File: config.mk
export PLATFORM = sky130hd
export DESIGN_NAME = scb_switch_control
export DESIGN_NICKNAME = d
export VERILOG_FILES = /design/src/scb_pkg.sv /design/src/scb_switch_control.sv
export SDC_FILE = /design/constraint.sdc
export NUM_CORES = 1
export LEC_CHECK = 0
export BUFFER_PORTS_ARGS = -buffer_cell sky130_fd_sc_hd__buf_4
export CAP_MARGIN = 0
export CELL_PAD_IN_SITES_DETAIL_PLACEMENT = 1
export CELL_PAD_IN_SITES_GLOBAL_PLACEMENT = 2
export CORE_MARGIN = 5
export CORE_UTILIZATION = 35
export DETAILED_ROUTE_END_ITERATION = 10
export PLACE_DENSITY_LB_ADDON = 0.12
export SETUP_SLACK_MARGIN = 0.2
export SYNTH_ARGS = -nofsm -noshare
export SYNTH_HDL_FRONTEND = slang
export SYNTH_SLANG_ARGS = --single-unit
export TNS_END_PERCENT = 100
File: constraint.sdc
create_clock -name clk -period 3.5 [get_ports clk]
set_input_delay 0.7 -clock clk [delete_from_list [all_inputs] [get_ports clk]]
set_output_delay 0.7 -clock clk [all_outputs]
set_load 0.05 [all_outputs]
File: src/scb_pkg.sv
// Constants and types for the type-A switched-capacitor block control
// Function
// [RULE1] B capacitor code closes that many units
// [RULE2] C capacitor code closes that many units
// [RULE3] Column bus off leaves output high impedance
// [RULE4] Unswapped: column bus only late phase two
// [RULE5] Swapped: column bus driven continuously
// [RULE6] Comparator bus enable gates latched result
// [RULE7] Undriven comparator bus reads low
// [RULE8] Comparator latched on rising internal phase one
// [RULE9] Offset null shorts and grounds in phase one
// [RULE10] Reference code picks ground, high, low
// [RULE11] Code three follows comparator for reference
// [RULE12] Feedback switch gated by offset null
// [RULE13] Output ground switch closes in phase one
// [RULE14] B input code picks one of four
// [RULE15] Power code zero is off, reset off
// [RULE16] Control 2 at 82h, 8Ah, 96h, 9Eh
// [RULE17] Phase swap exchanges internal phases
// [RULE18] Gating registered, changes only on clock
package scb_pkg;
  localparam int NUM_BLOCKS = 4;
  localparam int ADDR_W = 12;
  localparam int IDX_LSB = 2;
  localparam int IDX_MSB = 9;
  localparam logic [7:0] RESET_VALUE = 8'h00;
  // Register indices, byte address is four times the index
  localparam logic [7:0] CTRL1_IDX [NUM_BLOCKS] = '{8'h81, 8'h89, 8'h95, 8'h9d};
  localparam logic [7:0] CTRL2_IDX [NUM_BLOCKS] = '{8'h82, 8'h8a, 8'h96, 8'h9e};
  localparam logic [7:0] CTRL3_IDX [NUM_BLOCKS] = '{8'h83, 8'h88, 8'h97, 8'h9f};
  localparam logic [7:0] PHASE_IDX [NUM_BLOCKS] = '{8'ha0, 8'ha1, 8'ha2, 8'ha3};
  localparam logic [7:0] STATUS_IDX = 8'ha4;
  // Register slot numbers inside one block
  localparam logic [1:0] SLOT_PHASE = 2'h0;
  localparam logic [1:0] SLOT_CTRL1 = 2'h1;
  localparam logic [1:0] SLOT_CTRL2 = 2'h2;
  localparam logic [1:0] SLOT_CTRL3 = 2'h3;
  // Field positions
  localparam int CAP_MSB = 4;
  localparam int BIT_PHASE_SWAP = 6;
  localparam int BIT_COLUMN_BUS = 7;
  localparam int BIT_COMP_BUS = 6;
  localparam int BIT_OFFSET_NULL = 5;
  localparam int REF_MSB = 7;
  localparam int REF_LSB = 6;
  localparam int BIT_FEEDBACK_SW = 5;
  localparam int BIT_GROUND_SW = 4;
  localparam int BSEL_MSB = 3;
  localparam int BSEL_LSB = 2;
  localparam int PWR_MSB = 1;
  localparam int PWR_LSB = 0;
  localparam int STATUS_POWER_LSB = 4;
  localparam logic [1:0] RESP_OKAY = 2'h0;
  localparam logic [1:0] RESP_SLVERR = 2'h2;

  typedef enum logic [1:0] {REF_GROUND, REF_HIGH, REF_LOW} scb_ref_type;

  typedef struct packed {
    logic [30:0] bCapUnits;
    logic [30:0] cCapUnits;
    logic columnBusConnect;
    logic compBusLevel;
    logic offsetShort;
    logic branchGround;
    logic branchToSum;
    logic feedbackClosed;
    logic outputGroundClosed;
    scb_ref_type refSel;
    logic [3:0] bSourceSel;
    logic [1:0] powerLevel;
    logic powerOn;
  } scb_gate_type;
endpackage : scb_pkg

File: src/scb_switch_control.sv
// Register file, AXI4-Lite slave and switch gating for four type-A blocks
//
// The AXI4-Lite register port was left to the implementer.
`timescale 1ns/1ps
`default_nettype none
module scb_switch_control
(
  input wire logic clk,
  input wire logic rst_n,
  // ----------------------------------------
  // AXI4-Lite slave
  // ----------------------------------------
  input wire logic [scb_pkg::ADDR_W-1:0] awaddr,
  input wire logic awvalid,
  output logic awready,
  input wire logic [31:0] wdata,
  input wire logic [3:0] wstrb,
  input wire logic wvalid,
  output logic wready,
  output logic [1:0] bresp,
  output logic bvalid,
  input wire logic bready,
  input wire logic [scb_pkg::ADDR_W-1:0] araddr,
  input wire logic arvalid,
  output logic arready,
  output logic [31:0] rdata,
  output logic [1:0] rresp,
  output logic rvalid,
  input wire logic rready,
  // ----------------------------------------
  // Analog array side
  // ----------------------------------------
  input wire logic phaseOneExt,
  input wire logic phaseTwoExt,
  input wire logic lateHalf,
  input wire logic [scb_pkg::NUM_BLOCKS-1:0] compRaw,
  output scb_pkg::scb_gate_type [scb_pkg::NUM_BLOCKS-1:0] gates
);

  // ----------------------------------------
  // Decode helpers
  // ----------------------------------------
  // Returns {hit, block, slot}
  function automatic logic [4:0] decodeIdx(input logic [7:0] idx);
    logic [4:0] res;
    res = 5'h00;
    for (int i = 0; i < scb_pkg::NUM_BLOCKS; i++)
    begin
      if (idx == scb_pkg::PHASE_IDX[i])
        res = {1'b1, 2'(i), scb_pkg::SLOT_PHASE};
      if (idx == scb_pkg::CTRL1_IDX[i])
        res = {1'b1, 2'(i), scb_pkg::SLOT_CTRL1};
      if (idx == scb_pkg::CTRL2_IDX[i])
        res = {1'b1, 2'(i), scb_pkg::SLOT_CTRL2}; // RULE16
      if (idx == scb_pkg::CTRL3_IDX[i])
        res = {1'b1, 2'(i), scb_pkg::SLOT_CTRL3};
    end
    return res;
  endfunction : decodeIdx

  // Plain binary count turned into a row of closed unit capacitors
  function automatic logic [30:0] unitsClosed(input logic [4:0] code);
    logic [30:0] res;
    res = 31'h0;
    for (int i = 0; i < 31; i++)
      res[i] = (5'(i) < code);
    return res;
  endfunction : unitsClosed

  // ----------------------------------------
  // Storage
  // ----------------------------------------
  logic [7:0] ctrlReg [scb_pkg::NUM_BLOCKS][4];
  logic awHeldReg;
  logic wHeldReg;
  logic [7:0] awIdxReg;
  logic [7:0] wByteReg;
  logic wLaneReg;
  logic bvalidReg;
  logic [1:0] brespReg;
  logic rvalidReg;
  logic [31:0] rdataReg;
  logic [1:0] rrespReg;
  logic [scb_pkg::NUM_BLOCKS-1:0] compLatchReg;
  logic [scb_pkg::NUM_BLOCKS-1:0] phaseOnePrevReg;
  scb_pkg::scb_gate_type [scb_pkg::NUM_BLOCKS-1:0] gateReg;
  scb_pkg::scb_gate_type [scb_pkg::NUM_BLOCKS-1:0] gateNext;

  // ----------------------------------------
  // Write channel
  // ----------------------------------------
  // Bank select sits above the index and is ignored, so all four banks alias
  wire logic awTake = awvalid & awready;
  wire logic wTake = wvalid & wready;
  wire logic doWrite = awHeldReg & wHeldReg;
  wire logic [4:0] wrDec = decodeIdx(awIdxReg);
  wire logic wrHit = wrDec[4];
  wire logic [1:0] wrBlock = wrDec[3:2];
  wire logic [1:0] wrSlot = wrDec[1:0];

  assign awready = ~awHeldReg & ~bvalidReg;
  assign wready = ~wHeldReg & ~bvalidReg;
  assign bvalid = bvalidReg;
  assign bresp = brespReg;

  always_ff @(posedge clk or negedge rst_n)
  begin
    if (!rst_n)
    begin
      awHeldReg <= 1'b0;
      wHeldReg <= 1'b0;
      awIdxReg <= 8'h00;
      wByteReg <= 8'h00;
      wLaneReg <= 1'b0;
    end
    else
    begin
      if (awTake)
      begin
        awHeldReg <= 1'b1;
        awIdxReg <= awaddr[scb_pkg::IDX_MSB:scb_pkg::IDX_LSB];
      end
      else if (doWrite)
        awHeldReg <= 1'b0;
      if (wTake)
      begin
        wHeldReg <= 1'b1;
        wByteReg <= wdata[7:0];
        wLaneReg <= wstrb[0];
      end
      else if (doWrite)
        wHeldReg <= 1'b0;
    end
  end

  always_ff @(posedge clk or negedge rst_n)
  begin
    if (!rst_n)
    begin
      bvalidReg <= 1'b0;
      brespReg <= scb_pkg::RESP_OKAY;
    end
    else if (doWrite)
    begin
      bvalidReg <= 1'b1;
      brespReg <= wrHit ? scb_pkg::RESP_OKAY : scb_pkg::RESP_SLVERR;
    end
    else if (bready)
      bvalidReg <= 1'b0;
  end

  // Reset clears every field, so each block comes up powered off
  always_ff @(posedge clk or negedge rst_n)
  begin
    if (!rst_n)
    begin
      for (int b = 0; b < scb_pkg::NUM_BLOCKS; b++)
        for (int s = 0; s < 4; s++)
          ctrlReg[b][s] <= scb_pkg::RESET_VALUE; // RULE15
    end
    else if (doWrite && wrHit && wLaneReg)
      ctrlReg[wrBlock][wrSlot] <= wByteReg;
  end

  // ----------------------------------------
  // Read channel
  // ----------------------------------------
  wire logic arTake = arvalid & arready;
  wire logic [7:0] rdIdx = araddr[scb_pkg::IDX_MSB:scb_pkg::IDX_LSB];
  wire logic [4:0] rdDec = decodeIdx(rdIdx);
  wire logic rdStatus = (rdIdx == scb_pkg::STATUS_IDX);
  logic [3:0] powerOnVec;
  wire logic [7:0] statusByte = {powerOnVec, compLatchReg};
  wire logic [7:0] rdByte = rdStatus ? statusByte
                          : (rdDec[4] ? ctrlReg[rdDec[3:2]][rdDec[1:0]] : 8'h00);

  assign arready = ~rvalidReg;
  assign rvalid = rvalidReg;
  assign rdata = rdataReg;
  assign rresp = rrespReg;

  always_ff @(posedge clk or negedge rst_n)
  begin
    if (!rst_n)
    begin
      rvalidReg <= 1'b0;
      rdataReg <= 32'h0;
      rrespReg <= scb_pkg::RESP_OKAY;
    end
    else if (arTake)
    begin
      rvalidReg <= 1'b1;
      rdataReg <= {24'h0, rdByte};
      rrespReg <= (rdDec[4] | rdStatus) ? scb_pkg::RESP_OKAY : scb_pkg::RESP_SLVERR;
    end
    else if (rready)
      rvalidReg <= 1'b0;
  end

  // ----------------------------------------
  // Per-block switch gating
  // ----------------------------------------
  for (genvar g = 0; g < scb_pkg::NUM_BLOCKS; g++)
  begin : gen_block
    wire logic [7:0] cr0 = ctrlReg[g][scb_pkg::SLOT_PHASE];
    wire logic [7:0] cr1 = ctrlReg[g][scb_pkg::SLOT_CTRL1];
    wire logic [7:0] cr2 = ctrlReg[g][scb_pkg::SLOT_CTRL2];
    wire logic [7:0] cr3 = ctrlReg[g][scb_pkg::SLOT_CTRL3];
    wire logic swap = cr0[scb_pkg::BIT_PHASE_SWAP];
    wire logic phaseOne = swap ? phaseTwoExt : phaseOneExt; // RULE17
    wire logic phaseTwo = swap ? phaseOneExt : phaseTwoExt; // RULE17
    wire logic colEn = cr2[scb_pkg::BIT_COLUMN_BUS];
    wire logic cmpEn = cr2[scb_pkg::BIT_COMP_BUS];
    wire logic nullEn = cr2[scb_pkg::BIT_OFFSET_NULL];
    wire logic [1:0] refCode = cr3[scb_pkg::REF_MSB:scb_pkg::REF_LSB];
    wire logic [1:0] bCode = cr3[scb_pkg::BSEL_MSB:scb_pkg::BSEL_LSB];
    wire logic [1:0] pwr = cr3[scb_pkg::PWR_MSB:scb_pkg::PWR_LSB];
    wire logic phaseOneRise = phaseOne & ~phaseOnePrevReg[g];
    scb_pkg::scb_ref_type refNext;

    always_comb
    begin
      case (refCode) // RULE10
        2'h0: refNext = scb_pkg::REF_GROUND;
        2'h1: refNext = scb_pkg::REF_HIGH;
        2'h2: refNext = scb_pkg::REF_LOW;
        2'h3: refNext = compLatchReg[g] ? scb_pkg::REF_HIGH : scb_pkg::REF_LOW; // RULE11
        default: refNext = scb_pkg::REF_GROUND;
      endcase
    end

    // Column bus stays high impedance unless enabled
    assign gateNext[g].columnBusConnect = colEn & (swap | (phaseTwo & lateHalf)); // RULE3 RULE4 RULE5
    // Not driving puts a low on the shared wired-OR bus
    assign gateNext[g].compBusLevel = cmpEn & compLatchReg[g]; // RULE6 RULE7
    assign gateNext[g].bCapUnits = unitsClosed(cr1[scb_pkg::CAP_MSB:0]); // RULE1
    assign gateNext[g].cCapUnits = unitsClosed(cr2[scb_pkg::CAP_MSB:0]); // RULE2
    assign gateNext[g].offsetShort = nullEn & phaseOne; // RULE9
    assign gateNext[g].branchGround = nullEn & phaseOne; // RULE9
    assign gateNext[g].branchToSum = ~nullEn | phaseTwo; // RULE9
    assign gateNext[g].feedbackClosed = cr3[scb_pkg::BIT_FEEDBACK_SW] & (~nullEn | phaseTwo); // RULE12
    assign gateNext[g].outputGroundClosed = cr3[scb_pkg::BIT_GROUND_SW] & phaseOne; // RULE13
    assign gateNext[g].refSel = refNext;
    // Code to source wiring differs per block and lives in the analog array
    assign gateNext[g].bSourceSel = 4'h1 << bCode; // RULE14
    assign gateNext[g].powerLevel = pwr; // RULE15
    assign gateNext[g].powerOn = |pwr; // RULE15
    assign powerOnVec[g] = gateReg[g].powerOn;

    // Latch holds through phase two so the bus sees a stable value
    always_ff @(posedge clk or negedge rst_n)
    begin
      if (!rst_n)
      begin
        phaseOnePrevReg[g] <= 1'b0;
        compLatchReg[g] <= 1'b0;
      end
      else
      begin
        phaseOnePrevReg[g] <= phaseOne;
        if (phaseOneRise)
          compLatchReg[g] <= compRaw[g]; // RULE8
      end
    end
  end

  // ----------------------------------------
  // Output register
  // ----------------------------------------
  // One cycle of lag traded for glitch-free switch drives
  always_ff @(posedge clk or negedge rst_n)
  begin
    if (!rst_n)
      gateReg <= '0;
    else
      gateReg <= gateNext; // RULE18
  end

  assign gates = gateReg;

endmodule : scb_switch_control
`default_nettype wire

Word-level counts from Yosys, hierarchy flattened. Index checks and enable logic that the tools add are counted.

Logic and storage cells: 530. Bits of input ports: 74. Output and inout port bits: 353. Flip-flop bits (word level): 477.

Reductions and logical operators: 16. $lt $le $gt $ge: 254. Shift-type cells: 4. Equal/unequal tests: 45. Bitwise logic cells: 59. Muxes and demuxes: 70.

Operators with widths (number): 5-bit less-than comparator, first input constant (120); 4-bit by 5-bit less-than comparator with 1-bit output, first input constant (64); 8-bit == test, second input constant (33); 3-bit by 5-bit less-than comparator with 1-bit output, first input constant (32); 5-bit two-way mux (32); 128-bit bitwise mux (1); 32-bit two-way mux (3); 1-bit by 5-bit less-than comparator with 1-bit output, first input constant (16); 2-bit by 5-bit less-than comparator with 1-bit output, first input constant (16); 32-bit binary-select mux with 2-bit select (1); 32-bit demux with 2-bit select (1); 8-bit two-way mux (5); 1-bit AND (34); 2-bit one-hot mux with 4 select lines (4); 8-bit binary-select mux with 2-bit select (1); 8-bit demux with 2-bit select (1); 2-bit == test, second input constant (8); 1-bit by 2-bit << shifter with 4-bit output, first input constant (4); 1-bit two-way mux (15); 3-bit >= comparator, second input constant (4); 2-bit two-way mux (6); 1-bit NOT (12); 2-bit NOT with 3-bit output (4); 1-bit OR (9); 6 further kinds (22).

Longest topological paths before layout. Gate-level depths: netlist of run 1.

Depth in word-level cells: 26. Mapped depth: 10.

Worst setup path after synthesis of run 1. Ideal clock, no wire load.

Path type: input -> register. Start: input araddr[6] in the netlist's numbering. End: register rdataReg[3], in the netlist rdata[3]. Data required time: 3.372 ns. Cell stages on the path: 8. Arrival: 2.725 ns. Library setup time: 0.128 ns. Slack: 0.647 ns. Cells stage by stage: clkbuf_1 or4b_2 nor4_1 nor3_1 clkbuf_1 a221o_1 a32oi_1 o21ai_0.

Word-level cells in the longest chain between the ends: 25.

Ends and longest elaborated chain: from (decl) (line scb_switch_control.sv:23) `input wire logic [scb_pkg::ADDR_W-1:0] araddr,`; 8-bit == test (line scb_switch_control.sv:51) `if (idx == scb_pkg::CTRL1_IDX[i])`; 5-bit two-way mux (line scb_switch_control.sv:51); 5-bit two-way mux (line scb_switch_control.sv:53) `if (idx == scb_pkg::CTRL2_IDX[i])`; 5-bit two-way mux (line scb_switch_control.sv:55) `if (idx == scb_pkg::CTRL3_IDX[i])`; 5-bit two-way mux (line scb_switch_control.sv:49) `if (idx == scb_pkg::PHASE_IDX[i])`; 5-bit two-way mux (line scb_switch_control.sv:51); 5-bit two-way mux (line scb_switch_control.sv:53); 5-bit two-way mux (line scb_switch_control.sv:55); [... 7 more ...]; 5-bit two-way mux (line scb_switch_control.sv:55); 2-bit NOT with 3-bit output (implied by the code) (line scb_switch_control.sv:175) `: (rdDec[4] ? ctrlReg[rdDec[3:2]][rdDec[1:0]] : 8'h00);`; 32-bit binary-select mux with 2-bit select (line scb_switch_control.sv:175); 32-bit two-way mux (implied by the code) (2 in a row) (line scb_switch_control.sv:175); 8-bit binary-select mux with 2-bit select (line scb_switch_control.sv:175); 8-bit two-way mux (implied by the code) (2 in a row) (line scb_switch_control.sv:175); 8-bit two-way mux (line scb_switch_control.sv:175); 8-bit two-way mux (*) (line scb_switch_control.sv:174) `wire logic [7:0] rdByte = rdStatus ? statusByte`; to (signal assigned) (line scb_switch_control.sv:193) `rdataReg <= {24'h0, rdByte};`; to (decl) (line scb_switch_control.sv:82) `logic [31:0] rdataReg;`.

Every way passes the cells marked *; elsewhere a longest branch is shown, timed or not. The select of a mux whose other input is x is not followed. A chain may end at the register's enable or synchronous reset.

Worst setup path in the final report of run 1.
Start: register awIdxReg[4]. End: register ctrlReg, in the netlist gen_block[1].cr2[6].

Word-level cells in the longest chain between the ends: 24.

Ends and longest elaborated chain: from (decl) (line scb_switch_control.sv:76) `logic [7:0] awIdxReg;`; from (signal assigned) (line scb_switch_control.sv:121) `awIdxReg <= awaddr[scb_pkg::IDX_MSB:scb_pkg::IDX_LSB];`; 8-bit == test (line scb_switch_control.sv:51); 5-bit two-way mux (line scb_switch_control.sv:51); 5-bit two-way mux (line scb_switch_control.sv:53); 5-bit two-way mux (line scb_switch_control.sv:55); 5-bit two-way mux (line scb_switch_control.sv:49); 5-bit two-way mux (line scb_switch_control.sv:51); 5-bit two-way mux (line scb_switch_control.sv:53); 5-bit two-way mux (line scb_switch_control.sv:55); [... 8 more ...]; 2-bit NOT with 3-bit output (implied by the code) (line scb_switch_control.sv:162) `ctrlReg[wrBlock][wrSlot] <= wByteReg;`; 3-bit >= comparator (implied by the code) or 3-bit by 1-bit less-than comparator with 1-bit output (tied branches) (line scb_switch_control.sv:162); 1-bit logical AND (implied by the code) (line scb_switch_control.sv:162); 8-bit two-way mux (implied by the code) (line scb_switch_control.sv:162); 8-bit demux with 2-bit select (line scb_switch_control.sv:162); 32-bit two-way mux (implied by the code) (line scb_switch_control.sv:162); 32-bit demux with 2-bit select (line scb_switch_control.sv:162); 128-bit bitwise mux (line scb_switch_control.sv:162); to (signal, indexed assignment) (line scb_switch_control.sv:159) `ctrlReg[b][s] <= scb_pkg::RESET_VALUE;`; to (signal, indexed assignment) (line scb_switch_control.sv:162); to (decl) (line scb_switch_control.sv:73) `logic [7:0] ctrlReg [scb_pkg::NUM_BLOCKS][4];`.

Every way passes the cells marked *; elsewhere a longest branch is shown, timed or not.

==> metrics, run 1 <==
min-delay worst type in -> async; critical path type reg -> reg; PortBufs 365; Max Clock Freq 335 MHz; grt ovf 0; vias in the first global route 13700; die width 240 um; Reg2Reg Setup Slack 0.52 ns; CP endpoint kind flop; GRT met2 Usage 33.2%; Clock Tree Buf Depth 3; CTS tree built; worst slack at placement 0.159 ns; Die Y 240 um; reg2reg start awIdxReg[4]; drt pass-1 iters 5; Top-Level Pins 427; root buffer cell clkbuf_16; final hold violations 0; Fin Hold WS 0.0503 ns; Synth warnings 0; clk_skew 0.0159 ns; Final Instance Count excl. Fillers 2579; first-pass GRT wire length 87800 um; Post-Syn Instances 1493; H-tree depth 2; RSZ-0062 raised after global routing false; status complete, no violations; startpoint types flop; Max-slew headroom 37.5%; routing usage on met3 3.94%; worst ir drop on vdd 0.464 mV; clock-pin slew on the worst setup and hold paths 0.06 ns; most common cell after layout, fill and taps aside dfrtp_1; DR iter-0 viols 764; full die area 57500 um^2; Vias/cell 4.95; synthesized flop and latch total 475; Syn-to-layout area delta 28.9%; Clk Latency, worst-skew pair 0.59 ns; commonest non-fill, non-tap cells in the layout 475 x dfrtp_1, 384 x buf_4, 127 x nand2_1; Slew @ Worst Pin 0.938 ns; WL per Instance 22.7 um; CP required 3.96 ns; DP Wirelength 42000 um; Final ANT Viol Nets 0; Vias 12800; Post-synth EDFFs 0; Placed Instance Area 22000 um^2; FF-to-FF path depth 7; Num Clock Sinks 475; Cell Rows 84; Leak 12.6 nW; largest net degree at the start of global routing 87; Period minus WS final 2.98 ns; core outline area 52400 um^2; Tot GR Track Use 20.0%; ys flop type dfrtp_1; post-CTS setup buffers 0; placed cells 2477; met1 Use GR 26.9%; Cell variety after synth 69; Worst R2R End gen_block[1].cr2[6]; max-slew violations 0; initial antenna violation count 4; asr flop ratio synth 100%; Setup TNS 0 ns; Slowest cell on crit path or4b_1; Final period util 85.3%; syn_area_per_cell 12.4 um^2; GR peak layer met2; MaxCap Viol Count 0; share of cells above drive strength 1 33.7%; Mapped Area 18500 um^2; crit-path max FO 8; Setup Viol. Count Final 0; DRC 0; Final Worst Setup Slack 0.515 ns; CP arrival 3.45 ns; cell area power density 556 nW/um^2; post-synthesis sequential area ratio 64.3%; Hold-fix buffers, CTS 0; post_cts resized 0; Final GP Congestion 0.834; max incr delay on CP 0.57 ns; Initial Util 35.3%; worst-path cell chain or4b_1, nor3b_2, or2_1, and4_4, and3_4, nand2b_1, mux2_4; total CTS buffers 53; final WL 58600 um; nets@finish 1918; filler cell count 5573; post-route design area 23800 um^2
## Yosys cell counts, drive strengths merged, types with 25 or more instances
cell type,number,share of area [%]
a21oi,36,0.97
o21bai,41,1.7
mux2,145,9.2
a21boi,40,1.6
nand2,129,2.6
buf,42,1.6
o21ai,43,1.2
nor2b,36,1.2
nand3,61,1.7
clkbuf,82,1.7
nor2,91,2.3
and2,25,0.85
dfrtp,475,64
inv,49,0.99
## where the power goes
group          switching [mW]  internal [mW]
Clock                    2.28           3.61
Sequential              0.531           5.69
Combinational           0.707          0.427
## area by class of cell
cell class | count | area, um^2 | share of cell area [%]
Tap cell | 688 | 861 | 3.61
Sequential cell | 475 | 11900 | 49.9
Clock inverter | 23 | 305 | 1.28
Multi-Input combinational cell | 870 | 5930 | 24.9
Inverter | 49 | 184 | 0.772
Timing Repair Buffer | 395 | 3100 | 13.0
Clock buffer | 77 | 1560 | 6.54
Antenna cell | 2 | 5.00 | 0.0210
## stage by stage
stage	power (mW)	utilization, %
after floorplan	6.88	-
after global placement	7.44	41.9
after detailed placement	7.48	41.9
after CTS	13.4	45.4
after global routing	13.8	45.4
final	13.2	45.4
## cells by family (layout without fill, tap and decap cells)
| logic type | after synthesis | in the layout | share of synthesized area, % |
|---|---|---|---|
| DFF | 475 | 475 | 64.3 |
| and+or+nand+nor | 439 | 439 | 12.1 |
| AOI/OAI and AO/OA | 251 | 251 | 9.68 |
| buffers and inverters | 173 | 544 | 4.22 |
| muxes | 153 | 153 | 9.59 |
| other | 1 | 28 | 0.0203 |
| xor gates and xnor gates | 1 | 1 | 0.0474 |
## metal layers
metal  up-vias  wire, um
li1       5775         -
met1      6592     25200
met2       317     29000
met3        83      2960
met4         2      1420
met5         -        16
## flip-flops by register name, indices dropped and copies added, names as in the netlist, 4 cells and up
register and flops:
compLatchReg 4, wByteReg 8, gen_block.cr3 32, phaseOnePrevReg 4, gates 308, rdata 8, gen_block.cr1 32, awIdxReg 8
gen_block.cr2 32, gen_block.cr0 32
## critical path: cells and delay by family (launching register included)
| kind | cells | cell delay, ns |
|---|---|---|
| and+or+nand+nor | 6 | 1.97 |
| muxes | 1 | 0.45 |
| DFF | 1 | 0.43 |
## worst max-delay path by stage
stage | from | cells past startpoint | endpoint | slack (ns)
floorplan | araddr[6] | 8 | rdata[3] | 0.65
global placement | araddr[4] | 9 | rdata[4] | 0.15
detailed placement | araddr[4] | 9 | rdata[4] | 0.16
CTS | awIdxReg[4] | 7 | gen_block[1].cr2[6] | 0.48
global route | awIdxReg[4] | 7 | gen_block[1].cr2[5] | 0.33
finish | awIdxReg[4] | 7 | gen_block[1].cr2[6] | 0.52
No activity file was read; power rests on OpenSTA's default activity.
==> inputs of run 2 (changes only) <==
--- a/config.mk
+++ b/config.mk
@@ -12,7 +12,7 @@
 export CORE_MARGIN = 5
 export CORE_UTILIZATION = 35
 export DETAILED_ROUTE_END_ITERATION = 10
-export PLACE_DENSITY_LB_ADDON = 0.12
+export PLACE_DENSITY_LB_ADDON = 0.1
 export SETUP_SLACK_MARGIN = 0.2
 export SYNTH_ARGS = -nofsm -noshare
 export SYNTH_HDL_FRONTEND = slang
==> run 2 against run 1 <==
  * Fmax rose by 0.75%
  * Clock power fell by 7.3%
  * Core utilization fell by 0.40 points
  * Critical endpoint is now gen_block[1].cr2[5]
  * Largest power group unchanged
==> metrics, run 2 (synthesis gave the netlist of run 1 again) <==
Placed Instance Area 21900 um^2; max incr delay on CP 0.58 ns; post_cts resized 0; Die Y 240 um; Comb pwr share 8.9%; Power Total 12.8 mW; post-CTS setup buffers 0; clock-pin slew on the worst setup and hold paths 0.06 ns; full die area 57500 um^2; min-delay worst type in -> async; Syn-to-layout area delta 27.8%; WP depth 7; Setup Viol. Count Final 0; FF-to-FF path depth 7; MaxCap Viol Count 0; Period minus WS final 2.96 ns; H-tree depth 2; vias in the first global route 13700; CP endpoint kind flop; total CTS buffers 52; clock power share 42.6%; crit-path max FO 8; Vias 12600; die width 240 um; final WL 58500 um; Final Worst Setup Slack 0.537 ns; CP required 3.96 ns; status complete, no violations; commonest non-fill, non-tap cells in the layout 475 x dfrtp_1, 383 x buf_4, 127 x nand2_1; Net Sw Frac 26.9%; Net Switching 3.44 mW; final hold violations 0; initial antenna violation count 0; Top-Level Pins 427; worst slack at placement 0.322 ns; worst ir drop on vdd 0.390 mV; Vias/cell 4.92; core outline area 52400 um^2; number of flip-flops in the largest register 308; routing usage on met3 3.56%; DP Wirelength 42100 um; Final Instance Count excl. Fillers 2571; DR iter-0 viols 674; Critical Path Source awIdxReg[4]; Layout Utilization 45.0%; worst-path cell chain or4b_1, nor3b_2, or2_1, and4_4, and3_4, nand2b_1, mux2_4; clk_skew 0.0190 ns; Clock Tree Buf Depth 3; PortBufs 365; Slew @ Worst Pin 0.967 ns; Final ANT Viol Nets 0; Cell Rows 84; met1 Use GR 27.0%; Max-slew headroom 35.5%; Final period util 84.7%; grt ovf 0; nets@finish 1914; first-pass GRT wire length 88000 um; RSZ-0062 raised after global routing false; most common cell after layout, fill and taps aside dfrtp_1; largest net degree at the start of global routing 83; GRT met2 Usage 33.6%; critical path type reg -> reg; Initial Util 35.3%; post-route design area 23600 um^2; Slowest cell on crit path or4b_1; reg2reg start awIdxReg[4]; CP arrival 3.42 ns; share of cells above drive strength 1 33.3%; startpoint types flop; Crit path max-delay family simple AND/OR/NAND/NOR gates; WL per Instance 22.8 um; Num Clock Sinks 475; cell area power density 542 nW/um^2; CTS tree built; Tot GR Track Use 19.9%; GR peak layer met2; DRC 0; root buffer cell clkbuf_16; Setup TNS 0 ns; Clk Latency, worst-skew pair 0.59 ns; drt pass-1 iters 5; Final GP Congestion 0.815; placed cells 2474; sequential power share 48.5%; Max Clock Freq 338 MHz; Int Power 9.36 mW; Fin Hold WS 0.103 ns; Buf/Inv on CP 0; Hold-fix buffers, CTS 0; max-slew violations 0; Leak 12.5 nW
[run 2: path summary, 6_finish.rpt]
kind	end	slack, ns
worst min register to register	gates[157]	0.44
worst max-delay path	gen_block[1].cr2[5]	0.54
max in group asynchronous	gates[166]	2.40
min in group clk	bvalid	0.30
worst max register to register	gen_block[1].cr2[5]	0.54
worst min-delay path	gates[208]	0.10
[run 2: cell type report]
type / instances / area [um^2]
antenna: 1 / 2.50
clock buffer: 79 / 1530
clock inverter: 17 / 173
fill: 5515 / 28800
inverter: 49 / 184
multi-input combinational: 870 / 5930
sequential: 475 / 11900
tap: 688 / 861
timing repair buffer: 392 / 3050
[run 2: routing by layer]
layer / up-vias / part of all wire [%]
met5: - / 0
li1: 5754 / -
met4: 0 / 2.1
met2: 271 / 50
met3: 68 / 4.9
met1: 6551 / 43
[run 2: power by group through the flow]
stage	Sequential, mW	Clock (mW)	Combinational (mW)
after global placement	6.32	0	1.13
after detailed placement	6.33	0	1.16
final	6.21	5.45	1.14
after global routing	6.26	5.87	1.24
after floorplan	6.07	0	0.802
after CTS	6.23	5.62	1.16
[run 2: worst register-to-register path: cells and delay by family (launching register included)]
kind / cells / cell delay, ns
DFF: 1 / 0.43
muxes: 1 / 0.44
and+or+nand+nor: 6 / 1.98
==> inputs of run 3 (changes only) <==
--- a/config.mk
+++ b/config.mk
@@ -10,7 +10,7 @@
 export CELL_PAD_IN_SITES_DETAIL_PLACEMENT = 1
 export CELL_PAD_IN_SITES_GLOBAL_PLACEMENT = 2
 export CORE_MARGIN = 5
-export CORE_UTILIZATION = 35
+export CORE_UTILIZATION = 32
 export DETAILED_ROUTE_END_ITERATION = 10
 export PLACE_DENSITY_LB_ADDON = 0.1
 export SETUP_SLACK_MARGIN = 0.2
==> constraint.sdc (replaced) <==
create_clock -name clk -period 2.4 [get_ports clk]
set_input_delay 0.48 -clock clk [delete_from_list [all_inputs] [get_ports clk]]
set_output_delay 0.48 -clock clk [all_outputs]
set_load 0.05 [all_outputs]
==> run 3 against run 2 <==
  * Hold slack lost 0.019 ns
  * Cell area grew 6.3%
  * Clock power grew 45%
  * Critical path depth grew 1
  * Wire length grew 2.8%
  * The flow now finishes with violations (setup timing)
  * Critical path type unchanged
  * Core utilization shrank 1.4 points
  * First-iteration DRC count shrank 11%
  * Worst setup slack lost 0.63 ns
==> metrics, run 3 (synthesis gave the netlist of run 1 again) <==
status finished with violations; violated checks setup timing; Top-Level Pins 427; Setup Viol. Count Final 95; worst ir drop on vdd 0.629 mV; Vias/cell 4.75; Initial Util 32.2%; H-tree depth 2; commonest non-fill, non-tap cells in the layout 475 x dfrtp_1, 461 x buf_4, 126 x nand2_1; Hold Startpoint bready; Clock Tree Buf Depth 3; vias in the first global route 14400; Final Instance Count excl. Fillers 2749; Cell Rows 88; Reg2Reg Setup Slack -0.1 ns; Leak 13.2 nW; CP endpoint kind flop; reg2reg start awIdxReg[4]; Max Clock Freq 401 MHz; clk_skew 0.0280 ns; Max-slew headroom 29.6%; die width 250 um; initial antenna violation count 0; FF-to-FF path depth 8; placed cells 2651; Final Worst Setup Slack -0.0963 ns; CTS tree built; most common cell after layout, fill and taps aside dfrtp_1; Slew @ Worst Pin 1.06 ns; Clk Latency, worst-skew pair 0.60 ns; Vias 13100; CP required 2.88 ns; DP Wirelength 44200 um; Final ANT Viol Nets 0; final hold violations 0; Endpoint, Worst Hold bvalid; WL per Instance 21.9 um; max-slew violations 0; Slowest cell on crit path or4b_4; Worst R2R End gen_block[2].cr0[4]; crit-path max FO 8; Hold Path Depth 2; critical path type reg -> reg; cell area power density 760 nW/um^2; DRC 0; Setup TNS -3.31 ns; RSZ-0062 raised after global routing true; PortBufs 365; Placed Instance Area 23200 um^2; Syn-to-layout area delta 35.8%; first-pass GRT wire length 91600 um; final WL 60200 um; diodes inserted 0; Tot GR Track Use 18.7%; drt pass-1 iters 4; root buffer cell clkbuf_16; share of cells above drive strength 1 38.5%; min-delay worst type in -> reg; Final period util 104%; Die Y 250 um; Final GP Congestion 0.846; worst-path cell chain or4b_4, nor3b_2, or2_1, and4_4, o221ai_4, buf_12, nor2_8, mux2_2; startpoint types flop; MaxCap Viol Count 0; post-route design area 25100 um^2; Period minus WS final 2.50 ns; max incr delay on CP 0.55 ns; core outline area 57500 um^2; Fin Hold WS 0.0842 ns; DR iter-0 viols 601; Layout Utilization 43.7%; number of flip-flops in the largest register 308; nets@finish 2020; Crit path max-delay family simple AND/OR/NAND/NOR gates; CP arrival 2.98 ns; Buf/Inv on CP 1; largest net degree at the start of global routing 79; grt ovf 0; full die area 62700 um^2; total CTS buffers 53; Num Clock Sinks 475; clock-pin slew on the worst setup and hold paths 0.06 ns
==> run 3: cell types whose count changed in the layout (fill, tap and decap cells not counted), moves of 6 or more <==
| cell | delta |
|---|---|
| buf_12 | +24 |
| buf_4 | +78 |
| clkinv_2 | -6 |
| mux2_1 | -21 |
| mux2_2 | -16 |
| mux2_4 | +37 |
| nor2_2 | -6 |
| nor2_4 | +8 |
| o21ai_0 | -6 |
| o21ai_1 | +6 |
==> run 3: worst max-delay path by stage <==
stage / startpoint / endpoint / slack [ns] / depth (start not counted)
final: awIdxReg[4] / gen_block[2].cr0[4] / -0.1 / 8
after global routing: awIdxReg[4] / gen_block[2].cr2[4] / -0.18 / 8
after CTS: awIdxReg[4] / gen_block[2].cr2[4] / -0.13 / 8
after detailed placement: araddr[6] / rdata[6] / -0.20 / 10
after global placement: araddr[6] / rdata[6] / -0.20 / 10
after floorplan: awIdxReg[6] / gen_block[2].cr3[0] / -0.14 / 7
==> run 3: where the power goes <==
part / total (mW) / switching (mW) / internal [mW]
sequential: 8.95 / 0.643 / 8.31
clock: 7.89 / 3.22 / 4.67
combinational: 2.24 / 1.35 / 0.889
total: 19.1 / 5.22 / 13.9
==> run 3: final cells by class <==
class	count	area, um^2
Timing Repair Buffer	497	4150
Clock buffer	82	1570
Fill cell	6103	32400
Sequential cell	475	11900
Clock inverter	11	120
Multi-Input combinational cell	870	6240
Tap cell	765	957
Inverter	49	184
==> run 3: per-stage QoR <==
stage,power (mW),setup slack [ns]
global placement,11.2,-0.203
CTS,19.4,-0.128
detailed placement,11.3,-0.197
global route,19.9,-0.181
floorplan,10.1,-0.135
finish,19.1,-0.0963
==> run 3: routing by layer <==
metal  track usage (%)  part of all wire, %  wire length [um]  vias up
li1                  -                    -                 -     5961
met4              4.63                  2.3              1360        0
met3              3.76                  4.6              2790       76
met1              24.0                   42             25500     6761
met2              32.6                   51             30500      273
met5                 0                    0                 0        -
==> run 3: timing repair <==
item / 4_1_cts / 5_1_grt
endpoints found under the setup margin: 128 / 129
pin swaps: 7 / 4
hold buffers: 1 / 0
resized for setup: 26 / 11
buffers inserted: 2 / 2
hold endpoints to repair: 35 / 0
==> run 3: worst reg2reg max path: stages, from the launching register on <==
cell and delay (ns):
dfrtp_1 0.38, or4b_4 0.55, nor3b_2 0.19, or2_1 0.14, and4_4 0.26, o221ai_4 0.12
buf_12 0.17, nor2_8 0.23, mux2_2 0.37
